===== src/include/tcm_sink_regs.vh =====
/*
 Register offsets, field positions, reset values and counts of the
 tandem connection monitor sink. Definitions only; included by name.
*/
`ifndef TCM_SINK_REGS_VH
`define TCM_SINK_REGS_VH

// APB byte offsets
`define TCM_CTRL        8'h00
`define TCM_DEG_CFG     8'h04
`define TCM_DEFECTS     8'h08
`define TCM_REPORTS     8'h0c
`define TCM_PM_DS       8'h10
`define TCM_PM_NEAR_EBC 8'h14
`define TCM_PM_FAR_EBC  8'h18
`define TCM_PM_OUT_EBC  8'h1c
`define TCM_EXP_TI_HI   4'h2
`define TCM_ACC_TI_HI   4'h3

// Control fields and reset values
`define TCM_CTRL_MON      0
`define TCM_CTRL_SSF_REP  1
`define TCM_CTRL_RDI_REP  2
`define TCM_CTRL_ODI_REP  3
`define TCM_CTRL_TIM_DIS  4
`define TCM_CTRL_W        5
`define TCM_CTRL_RST      5'h0f
`define TCM_DEG_THR_W     16
`define TCM_DEG_M_LSB     16
`define TCM_DEG_M_W       4
`define TCM_DEG_THR_RST   16'h000a
`define TCM_DEG_M_RST     4'h3

// Multiframe layout of N2 bits 7 and 8, indices from 0
`define TCM_FAS           16'hfffe
`define TCM_MF_LAST       7'h4b
`define TCM_FAS_LAST      7'h07
`define TCM_TTI_FIRST     7'h08
`define TCM_TTI_LAST      7'h47
`define TCM_RDI_IDX       7'h48
`define TCM_ODI_IDX       7'h49

// Unequipped persistence in frames
`define TCM_UNEQ_N        3'h5

`endif


===== src/rtl/tandem_connection_monitor_sink.v =====
/*
 Non-intrusive tandem connection sink monitor for VC-11 with an APB
 register slave. Assumes the VC-11 byte stream, frame start, N2 strobe,
 server fail, equipment defect and one-second tick all come from logic
 on core_clk_in.
*/
// Decided for this implementation: the register addresses and register access over APB.
// Function
// - Outgoing defect bit zero means normal
// - Align multiframe on N2 bits 7 and 8
// - Search for fifteen ones then a zero
// - Keep checking alignment at presumed position
// - Two errored alignment words enter out-of-multiframe
// - One clean alignment word enters in-multiframe
// - Five all-zero N2 bytes raise unequipped
// - Five non-zero N2 bytes clear unequipped
// - Connection loss follows out-of-multiframe state
// - Trace mismatch found and cleared within one second
// - Server fail suppresses trace mismatch
// - Control input disables trace mismatch detection
// - Degrade derived from BIP-2 violation counts
// - Remote defect from extracted remote indication
// - Outgoing defect from extracted outgoing indication
// - Trail fail and degrade from defects
// - Report unequipped; loss only when equipped
// - Report mismatch only without unequipped or loss
// - Report degrade only without mismatch or loss
// - Report server fail when enabled
// - Report remote defect when enabled, masked
// - Report outgoing defect when enabled, masked
// - Per-second defect seconds and block counts
// - Even BIP-2 over previous frame bytes
// - Remote defect bit one means defect
// - Outgoing defect bit one means defect
// - Accepted trace identifier readable by management
`timescale 1ns/10ps
`include "tcm_sink_regs.vh"

module tandem_connection_monitor_sink #(
  parameter EBC_W = 16
) (
  // Clock and reset
  input  wire        core_clk_in,
  input  wire        rst_n_in,
  // APB slave
  input  wire        psel_in,
  input  wire        penable_in,
  input  wire        pwrite_in,
  input  wire [7:0]  paddr_in,
  input  wire [31:0] pwdata_in,
  output reg  [31:0] prdata_out,
  output wire        pready_out,
  output reg         pslverr_out,
  // VC-11 stream
  input  wire [7:0]  vc_byte_in,
  input  wire        vc_valid_in,
  input  wire        vc_frame_start_in,
  input  wire        vc_n2_in,
  input  wire        incoming_server_fail_in,
  input  wire        equipment_defect_in,
  input  wire        one_second_in,
  // Consequent actions
  output reg         trail_signal_fail_out,
  output reg         trail_signal_degrade_out,
  output reg         pm_update_out
);

////////////////////////////////////////////////////////////////////////
// Reset release
reg rst_meta;
reg rst_sync_n;

always @(posedge core_clk_in or negedge rst_n_in) begin
  if (!rst_n_in) begin
    rst_meta   <= 1'b0;
    rst_sync_n <= 1'b0;
  end else begin
    rst_meta   <= 1'b1;
    rst_sync_n <= rst_meta;
  end
end

////////////////////////////////////////////////////////////////////////
// BIP-2 over the preceding frame
wire       n2_hit   = vc_valid_in & vc_n2_in;
wire [1:0] byte_bip = vc_byte_in[7:6] ^ vc_byte_in[5:4] ^ vc_byte_in[3:2] ^ vc_byte_in[1:0];
reg  [1:0] bip_acc;
reg  [1:0] bip_prev;
reg        seen_frame;
reg        bip_prev_ok;

always @(posedge core_clk_in or negedge rst_sync_n) begin
  if (!rst_sync_n) begin
    bip_acc     <= 2'h0;
    bip_prev    <= 2'h0;
    seen_frame  <= 1'b0;
    bip_prev_ok <= 1'b0;
  end else if (vc_valid_in) begin
    if (vc_frame_start_in) begin
      bip_prev    <= bip_acc;
      bip_prev_ok <= seen_frame;
      seen_frame  <= 1'b1;
      bip_acc     <= byte_bip;
    end else begin
      bip_acc <= bip_acc ^ byte_bip;
    end
  end
end

// First frame after reset has no parity to compare against
wire near_errored_block = n2_hit & bip_prev_ok & (vc_byte_in[7:6] != bip_prev);
wire far_block          = n2_hit & vc_byte_in[3];
wire out_block          = n2_hit & vc_byte_in[2];

////////////////////////////////////////////////////////////////////////
// Multiframe alignment
localparam OUT_OF_MF = 1'b0;
localparam IN_MF     = 1'b1;

reg  [15:0] fas_shift;
wire [15:0] next_fas = {fas_shift[13:0], vc_byte_in[1], vc_byte_in[0]};
reg  [6:0]  mf_pos;
reg         mf_state;
reg         fas_err_prev;

always @(posedge core_clk_in or negedge rst_sync_n) begin
  if (!rst_sync_n) begin
    fas_shift    <= 16'h0000;
    mf_pos       <= 7'h00;
    mf_state     <= OUT_OF_MF;
    fas_err_prev <= 1'b0;
  end else if (n2_hit) begin
    fas_shift <= next_fas;
    case (mf_state)
      OUT_OF_MF: begin
        if (next_fas == `TCM_FAS) begin
          mf_state     <= IN_MF;
          mf_pos       <= `TCM_TTI_FIRST;
          fas_err_prev <= 1'b0;
        end
      end
      IN_MF: begin
        mf_pos <= (mf_pos == `TCM_MF_LAST) ? 7'h00 : mf_pos + 7'h01;
        if (mf_pos == `TCM_FAS_LAST) begin
          if (next_fas != `TCM_FAS) begin
            fas_err_prev <= 1'b1;
            if (fas_err_prev)
              mf_state <= OUT_OF_MF;
          end else begin
            fas_err_prev <= 1'b0;
          end
        end
      end
      default: mf_state <= OUT_OF_MF;
    endcase
  end
end

wire in_mf          = (mf_state == IN_MF);
wire tc_loss_defect = ~in_mf;

////////////////////////////////////////////////////////////////////////
// Trace, remote and outgoing indications
reg [127:0] tti_shift;
reg [127:0] last_rx_ti;
reg [127:0] accepted_trace_id;
reg         acc_valid;
reg         rdi_bit;
reg         odi_bit;

wire [127:0] next_tti = {tti_shift[125:0], vc_byte_in[1], vc_byte_in[0]};

always @(posedge core_clk_in or negedge rst_sync_n) begin
  if (!rst_sync_n) begin
    tti_shift         <= 128'h0;
    last_rx_ti        <= 128'h0;
    accepted_trace_id <= 128'h0;
    acc_valid         <= 1'b0;
    rdi_bit           <= 1'b0;
    odi_bit           <= 1'b0;
  end else if (n2_hit && in_mf) begin
    if (mf_pos >= `TCM_TTI_FIRST && mf_pos <= `TCM_TTI_LAST)
      tti_shift <= next_tti;
    // Two identical multiframes in a row stand in for acceptance
    if (mf_pos == `TCM_TTI_LAST) begin
      last_rx_ti <= next_tti;
      if (next_tti == last_rx_ti) begin
        accepted_trace_id <= next_tti;
        acc_valid         <= 1'b1;
      end
    end
    if (mf_pos == `TCM_RDI_IDX)
      rdi_bit <= vc_byte_in[0];
    if (mf_pos == `TCM_ODI_IDX)
      odi_bit <= vc_byte_in[1];
  end
end

wire remote_defect   = in_mf & rdi_bit;
wire outgoing_defect = in_mf & odi_bit;

////////////////////////////////////////////////////////////////////////
// Unequipped persistence
reg [2:0] zero_run;
reg [2:0] nz_run;
reg       tc_unequipped_defect;

always @(posedge core_clk_in or negedge rst_sync_n) begin
  if (!rst_sync_n) begin
    zero_run             <= 3'h0;
    nz_run               <= 3'h0;
    tc_unequipped_defect <= 1'b0;
  end else if (n2_hit) begin
    if (vc_byte_in == 8'h00) begin
      nz_run <= 3'h0;
      if (zero_run != `TCM_UNEQ_N)
        zero_run <= zero_run + 3'h1;
      if (zero_run == `TCM_UNEQ_N - 3'h1)
        tc_unequipped_defect <= 1'b1;
    end else begin
      zero_run <= 3'h0;
      if (nz_run != `TCM_UNEQ_N)
        nz_run <= nz_run + 3'h1;
      if (nz_run == `TCM_UNEQ_N - 3'h1)
        tc_unequipped_defect <= 1'b0;
    end
  end
end

////////////////////////////////////////////////////////////////////////
// Registers written by software
reg [`TCM_CTRL_W-1:0]    ctrl;
reg [`TCM_DEG_THR_W-1:0] deg_thr;
reg [`TCM_DEG_M_W-1:0]   deg_m;
reg [127:0]              exp_ti;

wire       termination_point_mode        = ctrl[`TCM_CTRL_MON];
wire       server_fail_report_enable     = ctrl[`TCM_CTRL_SSF_REP];
wire       remote_defect_report_enable   = ctrl[`TCM_CTRL_RDI_REP];
wire       outgoing_defect_report_enable = ctrl[`TCM_CTRL_ODI_REP];
wire       trace_mismatch_disable        = ctrl[`TCM_CTRL_TIM_DIS];
wire [1:0] widx                          = paddr_in[3:2];
wire       wr_en = psel_in & penable_in & pwrite_in;

always @(posedge core_clk_in or negedge rst_sync_n) begin
  if (!rst_sync_n) begin
    ctrl    <= `TCM_CTRL_RST;
    deg_thr <= `TCM_DEG_THR_RST;
    deg_m   <= `TCM_DEG_M_RST;
    exp_ti  <= 128'h0;
  end else if (wr_en) begin
    if (paddr_in == `TCM_CTRL)
      ctrl <= pwdata_in[`TCM_CTRL_W-1:0];
    if (paddr_in == `TCM_DEG_CFG) begin
      deg_thr <= pwdata_in[`TCM_DEG_THR_W-1:0];
      deg_m   <= pwdata_in[`TCM_DEG_M_LSB +: `TCM_DEG_M_W];
    end
    if (paddr_in[7:4] == `TCM_EXP_TI_HI)
      exp_ti[{~widx, 5'h1f} -: 32] <= pwdata_in;
  end
end

////////////////////////////////////////////////////////////////////////
// Mismatch, consequent actions and correlations
// Acceptance repeats every multiframe, far inside one second
wire trace_mismatch_defect = acc_valid & (accepted_trace_id != exp_ti)
                           & ~incoming_server_fail_in
                           & ~trace_mismatch_disable;
reg  signal_degrade_defect;
wire monitoring_active = termination_point_mode;
wire trail_signal_fail = incoming_server_fail_in | tc_unequipped_defect
                       | trace_mismatch_defect | tc_loss_defect;
wire masked_far = ~tc_unequipped_defect & ~trace_mismatch_defect & ~tc_loss_defect;
wire [6:0] next_reports;

assign next_reports[0] = monitoring_active & tc_unequipped_defect;
assign next_reports[1] = monitoring_active & ~tc_unequipped_defect & tc_loss_defect;
assign next_reports[2] = monitoring_active & ~tc_unequipped_defect & ~tc_loss_defect
                       & trace_mismatch_defect;
assign next_reports[3] = monitoring_active & ~trace_mismatch_defect & ~tc_loss_defect
                       & signal_degrade_defect;
assign next_reports[4] = monitoring_active & incoming_server_fail_in
                       & server_fail_report_enable;
assign next_reports[5] = monitoring_active & masked_far & remote_defect
                       & remote_defect_report_enable;
assign next_reports[6] = monitoring_active & masked_far & outgoing_defect
                       & outgoing_defect_report_enable;

reg [6:0] reports;

always @(posedge core_clk_in or negedge rst_sync_n) begin
  if (!rst_sync_n) begin
    reports                  <= 7'h00;
    trail_signal_fail_out    <= 1'b0;
    trail_signal_degrade_out <= 1'b0;
  end else begin
    reports                  <= next_reports;
    trail_signal_fail_out    <= trail_signal_fail;
    trail_signal_degrade_out <= signal_degrade_defect;
  end
end

////////////////////////////////////////////////////////////////////////
// One-second performance monitoring and degrade
function [EBC_W-1:0] sat_inc;
  input [EBC_W-1:0] acc;
  input             inc;
  begin
    sat_inc = (inc && acc != {EBC_W{1'b1}}) ? acc + {{(EBC_W-1){1'b0}}, 1'b1} : acc;
  end
endfunction

reg [EBC_W-1:0] near_acc;
reg [EBC_W-1:0] far_acc;
reg [EBC_W-1:0] out_acc;
reg             near_ds_acc;
reg             far_ds_acc;
reg             out_ds_acc;
reg [EBC_W-1:0] near_errored_block_count;
reg [EBC_W-1:0] far_errored_block_count;
reg [EBC_W-1:0] outgoing_far_errored_block_count;
reg             near_defect_second;
reg             far_defect_second;
reg             outgoing_far_defect_second;
reg [`TCM_DEG_M_W-1:0] bad_run;
reg [`TCM_DEG_M_W-1:0] good_run;

wire [EBC_W-1:0] near_now = sat_inc(near_acc, near_errored_block);
wire             bad_sec  = (near_now > deg_thr);

always @(posedge core_clk_in or negedge rst_sync_n) begin
  if (!rst_sync_n) begin
    near_acc                         <= {EBC_W{1'b0}};
    far_acc                          <= {EBC_W{1'b0}};
    out_acc                          <= {EBC_W{1'b0}};
    near_ds_acc                      <= 1'b0;
    far_ds_acc                       <= 1'b0;
    out_ds_acc                       <= 1'b0;
    near_errored_block_count         <= {EBC_W{1'b0}};
    far_errored_block_count          <= {EBC_W{1'b0}};
    outgoing_far_errored_block_count <= {EBC_W{1'b0}};
    near_defect_second               <= 1'b0;
    far_defect_second                <= 1'b0;
    outgoing_far_defect_second       <= 1'b0;
    pm_update_out                    <= 1'b0;
    bad_run                          <= {`TCM_DEG_M_W{1'b0}};
    good_run                         <= {`TCM_DEG_M_W{1'b0}};
    signal_degrade_defect            <= 1'b0;
  end else begin
    pm_update_out <= one_second_in;
    if (one_second_in) begin
      // Closing second includes this cycle's events
      near_errored_block_count         <= near_now;
      far_errored_block_count          <= sat_inc(far_acc, far_block);
      outgoing_far_errored_block_count <= sat_inc(out_acc, out_block);
      near_defect_second         <= near_ds_acc | trail_signal_fail | equipment_defect_in;
      far_defect_second          <= far_ds_acc | remote_defect;
      outgoing_far_defect_second <= out_ds_acc | outgoing_defect;
      near_acc    <= {EBC_W{1'b0}};
      far_acc     <= {EBC_W{1'b0}};
      out_acc     <= {EBC_W{1'b0}};
      near_ds_acc <= 1'b0;
      far_ds_acc  <= 1'b0;
      out_ds_acc  <= 1'b0;
      if (bad_sec) begin
        good_run <= {`TCM_DEG_M_W{1'b0}};
        if (bad_run != {`TCM_DEG_M_W{1'b1}})
          bad_run <= bad_run + {{(`TCM_DEG_M_W-1){1'b0}}, 1'b1};
        if (bad_run + {{(`TCM_DEG_M_W-1){1'b0}}, 1'b1} >= deg_m)
          signal_degrade_defect <= 1'b1;
      end else begin
        bad_run <= {`TCM_DEG_M_W{1'b0}};
        if (good_run != {`TCM_DEG_M_W{1'b1}})
          good_run <= good_run + {{(`TCM_DEG_M_W-1){1'b0}}, 1'b1};
        if (good_run + {{(`TCM_DEG_M_W-1){1'b0}}, 1'b1} >= deg_m)
          signal_degrade_defect <= 1'b0;
      end
    end else begin
      near_acc    <= near_now;
      far_acc     <= sat_inc(far_acc, far_block);
      out_acc     <= sat_inc(out_acc, out_block);
      near_ds_acc <= near_ds_acc | trail_signal_fail | equipment_defect_in;
      far_ds_acc  <= far_ds_acc | remote_defect;
      out_ds_acc  <= out_ds_acc | outgoing_defect;
    end
  end
end

////////////////////////////////////////////////////////////////////////
// APB read path, zero wait states
// Read data is captured in the setup cycle so it comes from a flop
reg [31:0] rd_mux;
reg        rd_err;

always @* begin
  rd_mux = 32'h0000_0000;
  rd_err = 1'b0;
  case (paddr_in)
    `TCM_CTRL:        rd_mux = {27'h0, ctrl};
    `TCM_DEG_CFG:     rd_mux = {12'h000, deg_m, deg_thr};
    `TCM_DEFECTS:     rd_mux = {23'h0, signal_degrade_defect, trail_signal_fail,
                                outgoing_defect, remote_defect, signal_degrade_defect,
                                trace_mismatch_defect, tc_loss_defect,
                                tc_unequipped_defect, in_mf};
    `TCM_REPORTS:     rd_mux = {25'h0, reports};
    `TCM_PM_DS:       rd_mux = {29'h0, outgoing_far_defect_second,
                                far_defect_second, near_defect_second};
    `TCM_PM_NEAR_EBC: rd_mux = {{(32-EBC_W){1'b0}}, near_errored_block_count};
    `TCM_PM_FAR_EBC:  rd_mux = {{(32-EBC_W){1'b0}}, far_errored_block_count};
    `TCM_PM_OUT_EBC:  rd_mux = {{(32-EBC_W){1'b0}}, outgoing_far_errored_block_count};
    default: begin
      if (paddr_in[7:4] == `TCM_EXP_TI_HI && paddr_in[1:0] == 2'h0)
        rd_mux = exp_ti[{~widx, 5'h1f} -: 32];
      else if (paddr_in[7:4] == `TCM_ACC_TI_HI && paddr_in[1:0] == 2'h0)
        rd_mux = accepted_trace_id[{~widx, 5'h1f} -: 32];
      else
        rd_err = 1'b1;
    end
  endcase
end

assign pready_out = 1'b1;

always @(posedge core_clk_in or negedge rst_sync_n) begin
  if (!rst_sync_n) begin
    prdata_out  <= 32'h0000_0000;
    pslverr_out <= 1'b0;
  end else if (psel_in && !penable_in) begin
    prdata_out  <= pwrite_in ? 32'h0000_0000 : rd_mux;
    pslverr_out <= rd_err;
  end
end

endmodule // tandem_connection_monitor_sink


===== config.mk =====
export PLATFORM = sky130hd
export DESIGN_NAME = tandem_connection_monitor_sink
export DESIGN_NICKNAME = d
export VERILOG_FILES = /design/src/rtl/tandem_connection_monitor_sink.v
export VERILOG_INCLUDE_DIRS = /design/src /design/src/include
export SDC_FILE = /design/constraint.sdc
export NUM_CORES = 1
export LEC_CHECK = 0
export BUFFER_PORTS_ARGS = -buffer_cell sky130_fd_sc_hd__buf_2
export CORE_MARGIN = 2
export CORE_UTILIZATION = 55
export CTS_BUF_LIST = sky130_fd_sc_hd__clkbuf_4 sky130_fd_sc_hd__clkbuf_8 sky130_fd_sc_hd__clkbuf_16
export DETAILED_ROUTE_END_ITERATION = 8
export GPL_ROUTABILITY_DRIVEN = 1
export MAX_ROUTING_LAYER = met4
export PLACE_DENSITY_LB_ADDON = 0.25
export RECOVER_POWER = 25
export SETUP_SLACK_MARGIN = 0.2
export SLEW_MARGIN = 20
export SYNTH_ARGS = -nofsm -noshare
export SYNTH_HDL_FRONTEND = slang
export SYNTH_SLANG_ARGS = --single-unit
export TNS_END_PERCENT = 30

===== constraint.sdc =====
create_clock -name core_clk_in -period 47 [get_ports core_clk_in]
set_clock_uncertainty 0.2 [all_clocks]
set_input_delay 11.75 -clock core_clk_in [delete_from_list [all_inputs] [get_ports core_clk_in]]
set_output_delay 11.75 -clock core_clk_in [all_outputs]
set_load 0.005 [all_outputs]

==> results by group, run 1 <==
Place
  – DP HPWL: about 70 mm
  – Pre-CTS WS: between 30000 and 40000 ps
  – GPL Wtd Cong: between 0.9 and 1
  – Port Buffers: 94
  – Post-placement cell count: between 3000 and 4000

Synth
  – Distinct cells, synth: 59
  – Synth Cell Area: roughly 34000 µm²
  – Syn avg cell area: 13.0 µm²
  – Share of flip-flops with an asynchronous set or reset: 100%
  – Post-synth EDFFs: 0
  – Main synth FF type: dfrtp_1
  – Synth top cells by count: dfrtp_1, mux2_2, xnor2_1
  – Synth warnings: 0
  – Synth area leaders: dfrtp_1, mux2_2, xnor2_1
  – Count leader, synth: dfrtp_1
  – Synth top area share: between 50% and 60%
  – Register area share after synthesis: between 50% and 60%
  – Yosys reg bits: 730
  – Cell taking the most area after synthesis: dfrtp_1
  – Cells after synthesis: ~2600

Timing
  – Worst slew margin: -203%
  – Final Cycle Share: 33.2%
  – Fmax achieved: around 64 MHz
  – Count of final hold-check violations: 0
  – Setup-failing EPs final: 0
  – Final worst path period need: between 15000 and 20000 ps
  – Slew Viols, Final: about 450
  – Slew @ Worst Pin: roughly 4600 ps
  – RSZ-0062 raised after global routing: no
  – Worst setup margin: ~31000 ps
  – Setup_tns: 0 ps

CTS
  – Hold_buf cts: 0
  – Clock buffer count from CTS: between 70 and 80
  – Post-CTS resize count: 0
  – Clock insertion delay at the later pin of the skew report: approximately 630 ps
  – Clk root buf: clkbuf_16
  – CTS H-tree lvls: 3
  – Worst-case clock buffer depth: 3
  – Clock-pin slew on the worst setup and hold paths: roughly 60 ps
  – Post-CTS Setup Inserts: 0
  – CTS Sinks: between 700 and 800
  – TritonCTS clock tree: done

Die
  – Core ar.: between 60000 and 70000 µm²
  – I/O Pins: 96
  – Total die area: between 60000 and 70000 µm²
  – Die Height: 254 µm
  – Starting density of the core: 55.7%
  – Cell row count: 91
  – DIE WIDTH: roughly 250 µm

Critical path
  – Crit path cell chain: buf_2 -> and2_1 -> buf_4 -> o211ai_1 -> a31oi_2 -> nand3_1 -> nor2_1 -> xnor2_1 -> inv_1 -> ha_1 -> a21o_1 -> a21o_1 -> a21oi_1 -> o21ai_0 -> a221oi_1 -> o31ai_1 -> o2bb2ai_1
  – Setup Crit Path Kind: input port to register
  – CP max-delay cell: a221oi_1
  – Largest delay share family, worst path: compound AO/OA/AOI/OAI gates
  – Buf/Inv on CP: 3
  – Reg2Reg Launch Point: rst_sync_n$_DFF_PN0_
  – End of the worst register-to-register path: trail_signal_degrade_out$_DFF_PN0_
  – CP startpoint kind: input port
  – Worst reg-to-reg setup slack: 37460 ps
  – CP max FO: 30
  – CP most frequent cell: a21o_1
  – Crit-path max cell delay: around 910 ps
  – CP Capture Type: register
  – Data arrival time of the critical path: 15930 ps
  – Critical Path RT: roughly 47000 ps
  – R2R depth: 2

Power and ir drop
  – Power density cells: 36.3 nW/µm²
  – Flop pwr share: about 48%
  – Combinational Power Share: just under 6%
  – Internal power: 1.06 mW
  – Sw Pwr: around 330 µW
  – Net Sw Frac: 23.9%
  – Clock power share: between 40% and 50%
  – Lkg Pwr: approximately 18 nW
  – VDD IR max: roughly 30 µV

Min path
  – Worst Hold Class: register to register
  – Hold Crit Start: rst_meta$_DFF_PN0_
  – Hold path depth: 0
  – Hold endpoint: rst_sync_n$_DFF_PN0_

Global route
  – GRT Util Overall: around 31%
  – Total gr overflow: 0
  – Initial antenna violation count: 2
  – Pin count of the biggest net entering global routing: around 110
  – Vias in the first global route: between 20000 and 25000
  – First-pass GRT wire length: approximately 140 mm

Status
  – Failing checks: capacitance limit, slew limit
  – Status: finished with violations

Route
  – Final WL: 94.6 mm
  – DR vias/cell: 6.10
  – Iter 0 DRT Violations: 2351
  – Vias: ~22000
  – Residual DRC count: 0
  – Routed len/inst: about 26 µm
  – Pre-antenna DRT Iters: 6
  – Antenna Nets Post-Route: 0

Final layout
  – Diodes inserted: 0
  – Area grow syn2layout: 10.9%
  – Final cell count without fillers: between 3000 and 4000
  – Layout net count: 2817
  – Share of layout cells above drive strength 1: between 30% and 40%

Run
  – Max cap viols: 6
## power groups by stage
stage | clock network [mW] | registers [mW] | logic [mW]
floorplan | 0 | 0.676 | 0.0499
global placement | 0 | 0.671 | 0.0790
global route | 0.680 | 0.663 | 0.0902
detailed placement | 0 | 0.673 | 0.0819
finish | 0.646 | 0.662 | 0.0820
CTS | 0.653 | 0.661 | 0.0824
## layer usage
metal	vias up	track usage (%)	wire length (µm)
met5	-	-	0
met4	0	10.9	3670
met3	171	6.44	7430
met2	811	44.7	42400
met1	11500	42.8	41100
li1	9618	-	-
## worst max-delay path by stage
stage | from | end | cells after the start
floorplan | rst_sync_n$_DFF_PN0_ | acc_valid$_DFFE_PN0P_ | 0
global placement | vc_valid_in | bad_run[0]$_DFFE_PN0P_ | 17
detailed placement | vc_valid_in | bad_run[0]$_DFFE_PN0P_ | 17
CTS | vc_valid_in | bad_run[0]$_DFFE_PN0P_ | 17
global route | vc_valid_in | bad_run[1]$_DFFE_PN0P_ | 17
finish | vc_valid_in | bad_run[0]$_DFFE_PN0P_ | 17
## per-stage QoR
step           utilization (%)  power [mW]  area (µm²)  hold slack [ps]
2_1_floorplan                -       0.726       34500              131
3_3_place_gp              57.4       0.750       35500              137
3_5_place_dp              57.4       0.754       35500              147
4_1_cts                   61.9        1.40       38200              141
5_1_grt                   61.8        1.43       38200              148
6_report                  61.8        1.39       38200              136
## final cells by class
| cell class | instances | area, µm² |
|---|---|---|
| clock inverters | 32 | 384 |
| fillers | 4758 | 23600 |
| repair buffers | 121 | 669 |
| well taps | 837 | 1050 |
| flip-flops and latches | 730 | 18300 |
| clock buffers | 113 | 2350 |
| multi-input cells | 1733 | 15300 |
| inverters | 56 | 210 |
## cells by family (layout without fill, tap and decap cells)
family,count (synthesis),in the layout,share of synthesized area (%)
XOR/XNOR,307,307,7.80
other,1,2,0.0109
adder cells (fa/ha/maj),38,38,1.38
flip-flops,730,730,53.0
buffers and inverters,185,322,2.65
AO/OA/AOI/OAI,285,285,5.18
multiplexers,608,608,23.0
AND/OR/NAND/NOR,493,493,6.96
## cell usage in the layout (no fill, tap or decap), types with 11 or more instances in the layout
master,count
a21o_1,12
a21oi_1,106
a22o_1,22
a22oi_1,23
and3_1,16
buf_2,91
buf_4,23
clkbuf_16,81
clkbuf_4,19
clkbuf_8,13
clkinv_2,13
dfrtp_1,722
ha_1,38
inv_1,56
mux2_2,410
mux2_4,100
mux2i_1,25
mux4_2,64
nand2_1,144
nand2b_1,11
nand3_1,40
nand4_1,82
nor2_1,129
nor4_1,24
o21ai_0,67
xnor2_1,261
xor2_1,46
## sequential cells by signal (all words and copies together) (netlist names), 14 cells and up
register,cells
tti_shift,126
near_acc,16
near_errored_block_count,16
fas_shift,14
out_acc,16
far_acc,16
far_errored_block_count,16
accepted_trace_id,128
last_rx_ti,128
prdata_out,32
outgoing_far_errored_block_count,16
deg_thr,16
exp_ti,128
Power figures use the tool's default switching activity.
==> run 2: changes to the inputs <==
clock period = 13.1 ns   (was 47 ns; I/O delays follow)
==> run 2 against run 1 <==
The run still ends with capacitance limit, slew limit left. Total power grew to 3.6 times the previous value. Combinational power rose to 3.6 times the previous value. Routed wire length barely moved. Worst setup slack worse by 26000 ps. Worst hold slack gained 14 ps. Utilization about the same. Critical path depth decreased by 6. Clock power rose to 3.5 times the previous value. Non-clock buffer count grew 1. Register-to-register slack worse by 31000 ps. Largest power group unchanged.
==> results by group, run 2 (synthesized netlist as in run 1, its figures left out) <==
Route
  – Iter 0 DRT Violations: 2326 (-1.1%)
  – Final WL: 94.5 mm (about the same)
  – Antenna Nets Post-Route: 0 (unchanged)
  – Residual DRC count: 0 (unchanged)
  – Routed len/inst: 26.1 µm (about the same)
  – Vias: 22000 (-0.29%)
  – DR vias/cell: 6.09 (-0.16%)
  – Pre-antenna DRT Iters: 6 (unchanged)

Timing
  – Hold WS: 150 ps (+14.2 ps)
  – Final worst path period need: 7520 ps
  – Slew @ Worst Pin: 4140 ps (-408 ps)
  – Fmax achieved: between 100 and 150 MHz
  – Slew Viols, Final: 198 (-56%)
  – Final Cycle Share: between 50% and 60%
  – Count of final hold-check violations: 0 (unchanged)
  – Worst slew margin: -176% (+27 points)
  – RSZ-0062 raised after global routing: no
  – Setup-failing EPs final: 0 (unchanged)
  – Worst setup margin: 5580 ps (-25800 ps)
  – Setup_tns: 0 ps (unchanged)

Power and ir drop
  – Net Sw Frac: 23.2% (-0.69 points)
  – Power density cells: 130 nW/µm² (+260%)
  – Combinational Power Share: 6.0% (about the same)
  – Internal power: 3.80 mW (+260%)
  – VDD IR max: 119 µV (+290%)
  – Flop pwr share: 47.9% (+0.3 points)
  – Lkg Pwr: 18.1 nW (about the same)
  – Sw Pwr: 1.15 mW (+250%)
  – Clock power share: 46.1% (-0.4 points)

Die
  – Total die area: 64700 µm² (unchanged)
  – Cell row count: 91 (unchanged)
  – Starting density of the core: 55.7% (unchanged)
  – DIE WIDTH: 254 µm (unchanged)
  – I/O Pins: 96 (unchanged)
  – Die Height: 254 µm (unchanged)
  – Core ar.: 61800 µm² (unchanged)

Critical path
  – CP max-delay cell: buf_4
  – Data arrival time of the critical path: 7810 ps (-8120 ps)
  – Crit path cell chain: buf_2 -> and2_1 -> buf_4 -> nand2_1 -> nor4_4 -> buf_4 -> nand4_1 -> nor4_4 -> buf_4 -> buf_4 -> mux2_2
  – Critical Path RT: 13400 ps (-33900 ps)
  – CP Capture Type: register
  – CP most frequent cell: buf_4
  – CP startpoint kind: input port
  – Setup Crit Path Kind: input port to register
  – CP max FO: 67 (+120%)
  – Crit-path max cell delay: 960 ps (+50 ps)

Place
  – Port Buffers: 94 (unchanged)
  – DP HPWL: 68.3 mm (+0.38%)
  – GPL Wtd Cong: 0.990 (+1.9%)
  – Post-placement cell count: 3477 (unchanged)
  – Pre-CTS WS: 4970 ps (-25790 ps)

CTS
  – Clock-pin slew on the worst setup and hold paths: 60 ps (about the same)
  – Hold_buf cts: 0 (unchanged)
  – TritonCTS clock tree: done
  – CTS Sinks: 730 (unchanged)
  – Post-CTS resize count: 0 (unchanged)
  – Worst-case clock buffer depth: 3 (unchanged)
  – Clock buffer count from CTS: 77 (-1.3%)
  – CTS H-tree lvls: 3 (unchanged)
  – Post-CTS Setup Inserts: 0 (unchanged)
  – Clk root buf: clkbuf_16
  – Clock insertion delay at the later pin of the skew report: 630 ps (about the same)

Min path
  – Worst Hold Class: register to register

Status
  – Status: finished with violations
  – Failing checks: capacitance limit, slew limit

Final layout
  – Layout net count: 2817 (unchanged)
  – Top flop regs: accepted_trace_id (128), exp_ti (128), last_rx_ti (128)
  – Commonest cells after routing, fill and taps aside: dfrtp_1, mux2_2, xnor2_1
  – Most common cell after layout, fill and taps aside: dfrtp_1
  – Share of layout cells above drive strength 1: 30.5% (-0.14 points)
  – Final cell count without fillers: 3617 (-0.14%)
  – Area grow syn2layout: 10.9% (about the same)

Global route
  – GRT Util Overall: 30.8% (+0.13 points)
  – Pin count of the biggest net entering global routing: 200 (+87%)
  – Vias in the first global route: 22200 (+0.90%)
  – First-pass GRT wire length: 143 mm (+0.97%)
  – Total gr overflow: 0 (unchanged)
  – Initial antenna violation count: 1 (-1)

Run
  – Max cap viols: 3 (-3)
-- run 2: cell types whose count changed in the layout (fill, tap and decap cells not counted), moves of 2 or more --
cell	previous run	this run
clkbuf_16	81	77
clkbuf_4	19	15
clkbuf_8	13	17
clkinv_4	4	0
inv_6	2	6
bufinv_16	5	8
buf_12	0	2
buf_2	91	89
clkinv_2	13	11
clkinvlp_4	4	2
diode_2	0	2
-- run 2: area by class of cell --
type	count	area, µm²
diodes	2	5.00
clock buffers	109	2270
clock inverters	28	383
fillers	4713	23600
inverters	56	210
multi-input cells	1733	15300
flip-flops and latches	730	18300
well taps	837	1050
repair buffers	122	731
-- run 2: per-stage QoR --
stage,instance area (µm²),power [mW],util (%)
detailed placement,35500,2.71,57.5
global placement,35500,2.69,57.5
finish,38200,4.96,61.8
CTS,38200,4.99,61.8
floorplan,34500,2.60,-
global route,38200,5.13,61.8
-- run 2: final timing paths --
path	end	start	cells past startpoint	slack (ps)
max	accepted_trace_id[16]$_DFFE_PN0P_	vc_valid_in	11	5580
min	rst_sync_n$_DFF_PN0_	rst_meta$_DFF_PN0_	0	150
max reg2reg	last_rx_ti[115]$_DFFE_PN0P_	rst_sync_n$_DFF_PN0_	4	6750
min reg2reg	rst_sync_n$_DFF_PN0_	rst_meta$_DFF_PN0_	0	150
max in group asynchronous	last_rx_ti[115]$_DFFE_PN0P_	rst_sync_n$_DFF_PN0_	4	6750
min in group asynchronous	fas_shift[2]$_DFFE_PN0N_	rst_sync_n$_DFF_PN0_	0	620
-- run 2: power groups by stage --
stage                     Clock (mW)  Combinational, mW  Sequential [mW]
after floorplan                    0              0.179             2.42
after global placement             0              0.286             2.41
after detailed placement           0              0.296             2.41
after CTS                       2.32              0.298             2.37
after global routing            2.42              0.329             2.38
final                           2.29              0.296             2.37
-- run 2: critical path, delay by kind of cell --
kind | cells | cell delay, ps
buffers and inverters | 5 | 2750
multiplexers | 1 | 430
AND/OR/NAND/NOR | 5 | 1170
-- run 2: layer usage --
metal,global-route usage [%],share of wire (%)
met2,44.8,45
met5,-,0
met3,6.36,6.9
met1,43.0,45
met4,11.2,3.9
